## config.mk

```make
export PLATFORM = sky130hd
export DESIGN_NAME = meg_gate
export DESIGN_NICKNAME = d
export VERILOG_FILES = /design/src/hw/meg_sfr_byte.v /design/src/hw/meg_gate.v
export VERILOG_INCLUDE_DIRS = /design/src /design/src/hw
export SDC_FILE = /design/constraint.sdc
export NUM_CORES = 1
export LEC_CHECK = 0
export ABC_AREA = 0
export ABC_CLOCK_PERIOD_IN_PS = 2200
export CORE_UTILIZATION = 48
export CTS_BUF_LIST = sky130_fd_sc_hd__clkbuf_8
export DETAILED_ROUTE_END_ITERATION = 8
export DONT_BUFFER_PORTS = 1
export MAX_ROUTING_LAYER = met4
export PLACE_DENSITY = 0.68
export SLEW_MARGIN = 20
export SYNTH_ARGS = -nofsm -noshare
export SYNTH_HDL_FRONTEND = slang
export SYNTH_HIERARCHICAL = 1
export SYNTH_SLANG_ARGS = --single-unit
```

## constraint.sdc

```tcl
create_clock -name clk -period 2.2 [get_ports clk]
set_clock_uncertainty 0.2 [all_clocks]
set_input_delay 0.55 -clock clk [delete_from_list [all_inputs] [get_ports clk]]
set_output_delay 0.55 -clock clk [all_outputs]
set_load 0.02 [all_outputs]
```

## src/hw/meg_map.vh

```
`ifndef MEG_MAP_VH
`define MEG_MAP_VH
// Byte addresses of the enable bytes in the special-function area.
`define MEG_ADDR_UPPER_LOW 8'h2c
`define MEG_ADDR_UPPER_HIGH 8'h2d
`define MEG_ADDR_LOW 8'h3a
`define MEG_ADDR_HIGH 8'h3b
// Byte addresses of the request latch bytes.
`define MEG_ADDR_LATCH_UL 8'h2e
`define MEG_ADDR_LATCH_UH 8'h2f
`define MEG_ADDR_LATCH_L 8'h3c
`define MEG_ADDR_LATCH_H 8'h3d
// Position of the global mask gate in the low enable byte.
`define MEG_GATE_BIT 0
// Implemented enable flags per 16-bit pair; other bits read as zero, except the gate bit in the low enable byte.
`define MEG_LOW_PAIR_MASK 16'h6fd0
`define MEG_UPPER_PAIR_MASK 16'h18fe
// Latch bits that exist: sources 2 to 15 and 16 to 31.
`define MEG_LOW_LATCH_MASK 16'hfffc
`define MEG_UPPER_LATCH_MASK 16'hffff
// Non-maskable latched sources: address trap and watchdog.
`define MEG_NMI_MASK 16'h000c
// Reset values.
`define MEG_RESET_ENABLE 16'h0000
`define MEG_RESET_LATCH 16'h0000
`define MEG_RESET_GATE 1'b0
`define MEG_RESET_RDATA 8'h00
`endif

```

## src/hw/meg_sfr_byte.v

```verilog
`include "meg_map.vh"
// One byte-addressed 16-bit register pair with an implemented-bit mask.
module meg_sfr_byte #(
  parameter [7:0] ADDR_LOW = 8'h00,
  parameter [15:0] BIT_MASK = 16'hffff
) (
  input wire clk,
  input wire sys_rst,
  input wire [7:0] sfr_addr,
  input wire [7:0] sfr_wdata,
  input wire sfr_we,
  input wire [15:0] hw_clear,
  output reg [15:0] value,
  output wire hit
);
  wire hit_low;
  wire hit_high;
  reg [15:0] next_value;

  assign hit_low = (sfr_addr == ADDR_LOW);
  assign hit_high = (sfr_addr == (ADDR_LOW + 8'h01));
  assign hit = hit_low | hit_high;

  always @* begin
    next_value = value;
    if (sfr_we && hit_low) begin
      next_value[7:0] = sfr_wdata;
    end
    if (sfr_we && hit_high) begin
      next_value[15:8] = sfr_wdata;
    end
    next_value = next_value & ~hw_clear & BIT_MASK;
  end

  always @(posedge clk) begin
    if (sys_rst) begin
      value <= `MEG_RESET_ENABLE;
    end else begin
      value <= next_value;
    end
  end
endmodule // meg_sfr_byte

```

## src/hw/meg_gate.v

```verilog
`include "meg_map.vh"
module meg_gate (
  input wire clk,
  input wire sys_rst,
  input wire [7:0] sfr_addr,
  input wire [7:0] sfr_wdata,
  input wire sfr_we,
  output reg [7:0] sfr_rdata,
  output wire sfr_hit,
  input wire unmask_all_instruction,
  input wire mask_all_instruction,
  input wire [31:0] source_request,
  input wire accept,
  input wire [4:0] accept_source,
  output reg stacked_gate,
  input wire ret_instruction,
  input wire ret_gate,
  input wire nmi_soft,
  output wire [31:0] eligible,
  output wire nmi_pending,
  output wire global_mask_gate
);
  wire [15:0] low_pair;
  wire [15:0] upper_pair;
  wire hit_low_pair;
  wire hit_upper_pair;
  reg [15:0] latch_low;
  reg [15:0] latch_upper;
  reg [15:0] next_latch_low;
  reg [15:0] next_latch_upper;
  reg gate;
  reg next_gate;
  wire [31:0] accept_onehot;
  wire [31:0] enable_all;
  wire [31:0] latch_all;
  wire gate_write;
  wire hit_latch_l;
  wire hit_latch_h;
  wire hit_latch_ul;
  wire hit_latch_uh;
  wire nmi_latched;
  reg [7:0] next_rdata;

  // Enable flags are only ever changed by software, so no hardware clear
  // is wired in; the gate bit is handled separately below.
  meg_sfr_byte #(
    .ADDR_LOW(`MEG_ADDR_LOW),
    .BIT_MASK(`MEG_LOW_PAIR_MASK)
  ) u_low_pair (
    .clk(clk),
    .sys_rst(sys_rst),
    .sfr_addr(sfr_addr),
    .sfr_wdata(sfr_wdata),
    .sfr_we(sfr_we),
    .hw_clear(16'h0000),
    .value(low_pair),
    .hit(hit_low_pair)
  );

  meg_sfr_byte #(
    .ADDR_LOW(`MEG_ADDR_UPPER_LOW),
    .BIT_MASK(`MEG_UPPER_PAIR_MASK)
  ) u_upper_pair (
    .clk(clk),
    .sys_rst(sys_rst),
    .sfr_addr(sfr_addr),
    .sfr_wdata(sfr_wdata),
    .sfr_we(sfr_we),
    .hw_clear(16'h0000),
    .value(upper_pair),
    .hit(hit_upper_pair)
  );

  function [31:0] onehot;
    input [4:0] idx;
    begin
      onehot = 32'h00000001 << idx;
    end
  endfunction

  // One latch half: a zero written clears a bit, acceptance clears its
  // bit, and a request in the same cycle wins over both.
  function [15:0] latch_next;
    input [15:0] cur;
    input wr_low;
    input wr_high;
    input [7:0] wdata;
    input [15:0] taken;
    input [15:0] raised;
    input [15:0] exists;
    reg [15:0] tmp;
    begin
      tmp = cur;
      if (wr_low) begin
        tmp[7:0] = cur[7:0] & wdata;
      end
      if (wr_high) begin
        tmp[15:8] = cur[15:8] & wdata;
      end
      latch_next = ((tmp & ~taken) | raised) & exists;
    end
  endfunction

  assign accept_onehot = accept ? onehot(accept_source) : 32'h00000000;
  assign enable_all = {upper_pair, low_pair};
  assign latch_all = {latch_upper, latch_low};
  assign global_mask_gate = gate;
  assign gate_write = sfr_we && (sfr_addr == `MEG_ADDR_LOW);
  assign hit_latch_l = (sfr_addr == `MEG_ADDR_LATCH_L);
  assign hit_latch_h = (sfr_addr == `MEG_ADDR_LATCH_H);
  assign hit_latch_ul = (sfr_addr == `MEG_ADDR_LATCH_UL);
  assign hit_latch_uh = (sfr_addr == `MEG_ADDR_LATCH_UH);

  // Gate bit is held here, not in the pair, so acceptance can clear it.
  // Later assignments win: acceptance beats a return, a return beats the
  // mask and unmask operations, and those beat a register write.
  // A write that sets the gate and flags together is taken as written;
  // keeping the two apart is left to software.
  always @* begin
    next_gate = gate;
    if (gate_write) begin
      next_gate = sfr_wdata[`MEG_GATE_BIT];
    end
    if (unmask_all_instruction) begin
      next_gate = 1'b1;
    end
    if (mask_all_instruction) begin
      next_gate = 1'b0;
    end
    if (ret_instruction) begin
      next_gate = ret_gate;
    end
    if (accept) begin
      next_gate = 1'b0;
    end
  end

  // Only the value pushed at the latest acceptance is kept here; deeper
  // nesting relies on the core's own stack for older values.
  always @(posedge clk) begin
    if (sys_rst) begin
      gate <= `MEG_RESET_GATE;
      stacked_gate <= `MEG_RESET_GATE;
    end else begin
      gate <= next_gate;
      if (accept) begin
        stacked_gate <= gate;
      end
    end
  end

  always @* begin
    next_latch_low = latch_next(latch_low, sfr_we && hit_latch_l,
      sfr_we && hit_latch_h, sfr_wdata, accept_onehot[15:0],
      source_request[15:0], `MEG_LOW_LATCH_MASK);
    next_latch_upper = latch_next(latch_upper, sfr_we && hit_latch_ul,
      sfr_we && hit_latch_uh, sfr_wdata, accept_onehot[31:16],
      source_request[31:16], `MEG_UPPER_LATCH_MASK);
  end

  always @(posedge clk) begin
    if (sys_rst) begin
      latch_low <= `MEG_RESET_LATCH;
      latch_upper <= `MEG_RESET_LATCH;
    end else begin
      latch_low <= next_latch_low;
      latch_upper <= next_latch_upper;
    end
  end

  // Latches 2 and 3 have no enable bit, so they never show in the
  // eligible vector; they reach the core through nmi_pending instead.
  assign eligible = latch_all & enable_all &
    {32{gate}};
  // Trap and watchdog latches bypass every enable; accepting them still
  // clears the gate like any other source.
  assign nmi_latched = |(latch_low & `MEG_NMI_MASK);
  assign nmi_pending = nmi_soft | nmi_latched;
  assign sfr_hit = hit_low_pair | hit_upper_pair | hit_latch_l |
    hit_latch_h | hit_latch_ul | hit_latch_uh;

  // The read value is picked from this cycle's address and held in a
  // register, so read data is valid the cycle after the address.
  always @* begin
    case (sfr_addr)
      `MEG_ADDR_LOW: next_rdata = {low_pair[7:1], gate};
      `MEG_ADDR_HIGH: next_rdata = low_pair[15:8];
      `MEG_ADDR_UPPER_LOW: next_rdata = upper_pair[7:0];
      `MEG_ADDR_UPPER_HIGH: next_rdata = upper_pair[15:8];
      `MEG_ADDR_LATCH_L: next_rdata = latch_low[7:0];
      `MEG_ADDR_LATCH_H: next_rdata = latch_low[15:8];
      `MEG_ADDR_LATCH_UL: next_rdata = latch_upper[7:0];
      `MEG_ADDR_LATCH_UH: next_rdata = latch_upper[15:8];
      default: next_rdata = 8'h00;
    endcase
  end

  always @(posedge clk) begin
    if (sys_rst) begin
      sfr_rdata <= `MEG_RESET_RDATA;
    end else begin
      sfr_rdata <= next_rdata;
    end
  end
endmodule // meg_gate

```

==> flow_metrics.env <==
export IMPL_syn_area_um2=3650
export IMPL_p_seq_frac=0.447
export IMPL_drive_above_1_share=0.111
export IMPL_ir_drop_mv=0.322
export IMPL_tns_ns=-0.0319
export IMPL_fin_util=0.541
export IMPL_dieArea_um2=7960
export IMPL_crit_path_end_kind="primary output"
export IMPL_coreArea_um2=7290
export IMPL_initial_core_util=0.501
export IMPL_cts_tree="built"
export IMPL_p_leak_nw=1.73
export IMPL_ys_warn_count=6
export IMPL_final_antenna_net_count=0
export IMPL_dp_hpwl_um=7490
export IMPL_finalCritPeriodShare=1.01
export IMPL_syn_inst=437
export IMPL_first_pass_iters=5
export IMPL_syn_area_per_cell_um2=8.35
export IMPL_clockBufferDepth=2
export IMPL_p_per_area_nw_per_um2=637
export IMPL_cts_buffers=9
export IMPL_grt_overflow=0
export IMPL_fin_area_um2=3940
export IMPL_holdBufCountCts=0
export IMPL_r2r_start="global_mask_gate"
export IMPL_area_delta_synth_final_pct=8.06
export IMPL_grt_usage=0.278
export IMPL_switchingPower_uw=604
export IMPL_hold_start="sys_rst"
export IMPL_drc_errors=0
export IMPL_grt_pass1_wl_um=15900
export IMPL_hold_path_class="primary input to register"
export IMPL_worst_slew_pin_slew_ns=0.549
export IMPL_rsz0062_at_grt="true"
export IMPL_most_common_layout_cells="dfxtp_1, nand2_1, a21oi_1"
export IMPL_wirelength_um=10200
export IMPL_setup_viol=1
export IMPL_critPathMaxFanout=16
export IMPL_post_dp_cell_area_um2=3710
export IMPL_critPathKind="primary input to primary output"
export IMPL_post_route_min_period_ns=2.23
export IMPL_crit_required_ns=1.45
export IMPL_avgRoutedWirePerCell_um=18.5
export IMPL_io_pins=106
export IMPL_grt_max_degree=52
export IMPL_cts_sink_count=58
export IMPL_p_int_mw=1.91
export IMPL_final_common_cell="dfxtp_1"
export IMPL_antenna_found_initial=1
export IMPL_whs_path_depth=1
export IMPL_fin_total_pwr_mw=2.51
export IMPL_place_gp_congestion=0.889
export IMPL_path_clk_slew_ns=0.07
export IMPL_num_rows=31
export IMPL_die_w_um=89.2
export IMPL_cts_root_buffer="clkbuf_8"
export IMPL_swShare=0.240
export IMPL_die_height_um=89.2
export IMPL_layout_nets=507
export IMPL_clkPwrFrac=0.454
export IMPL_run_status="finished with violations"
export IMPL_violations="negative setup slack"
export IMPL_io_buffers=0
export IMPL_crit_path_start="sfr_addr[4]"
export IMPL_vias=3198
export IMPL_dr_first_iter_drc_count=262
export IMPL_crit_arrival_ns=1.48
export IMPL_hold_viol=0
export IMPL_fmax_ghz=0.448
export IMPL_r2r_cells=4
export IMPL_combPwrFrac=0.098
export IMPL_via_per_inst=5.81
export IMPL_grt_pass1_vias=2974
export IMPL_cp_start_kind="primary input"
export IMPL_relSlewSlack=0.634
export IMPL_maxCapViolCount=0
export IMPL_fin_ws_ns=-0.0319
export IMPL_slew_violations=0
export IMPL_clock_latency_ns=0.34
export IMPL_rrSetupSlack_ns=0.69
export IMPL_htreeDepth=3
critical path, cell delays in order:
cell and delay (ns):
or4b_4 0.53, nor3_2 0.18, a211o_1 0.22
cell type report:
class | count | area (um2)
Fill cell | 722 | 3350
Multi-Input combinational cell | 329 | 2200
Sequential cell | 58 | 1160
Clock buffer | 11 | 151
Inverter | 38 | 143
Tap cell | 99 | 124
Timing Repair Buffer | 9 | 80.1
Clock inverter | 5 | 77.6
Antenna cell | 1 | 2.50
routing by layer:
layer | up-vias | global-route usage | wire [um]
met5 | - | - | 0
li1 | 1546 | - | -
met1 | 1490 | 0.370 | 4510
met4 | 0 | 0.126 | 232
met3 | 19 | 0.0646 | 921
met2 | 143 | 0.399 | 4530
registers in the layout, summed over array words and instances (netlist names):
name	cells
global_mask_gate	1
latch_next.cur	16
sfr_rdata	8
u_low_pair/value	9
stacked_gate	1
u_upper_pair/value	9
latch_low	14
power groups by stage:
stage / Sequential [mW] / Combinational (mW) / Clock [mW]
2_1_floorplan: 1.14 / 0.267 / 0
3_3_place_gp: 1.14 / 0.236 / 0
3_5_place_dp: 1.15 / 0.242 / 0
4_1_cts: 1.12 / 0.243 / 1.15
5_1_grt: 1.13 / 0.275 / 1.19
6_report: 1.12 / 0.247 / 1.14
path summary, 6_finish.rpt:
path	endpoint
hold / removal	latch_low[9]
hold reg to reg	sfr_rdata[0]
setup reg to reg	global_mask_gate
setup / recovery	sfr_hit
timing repair:
item                       in CTS  in global routing
setup endpoints to repair       1                  1
pin swaps                       1                  0
setup buffers                   0                  0
resized for setup               1                  0
metrics by stage:
stage	setup WS (ns)	std cells	hold slack [ns]
2_1_floorplan	-0.0605	467	0.241
3_3_place_gp	-0.0344	533	0.253
3_5_place_dp	-0.0454	533	0.261
4_1_cts	-0.0110	549	0.0621
5_1_grt	-0.0473	550	0.0569
6_report	-0.0319	550	0.0728
Note: power is estimated with default switching activity, not from simulation.
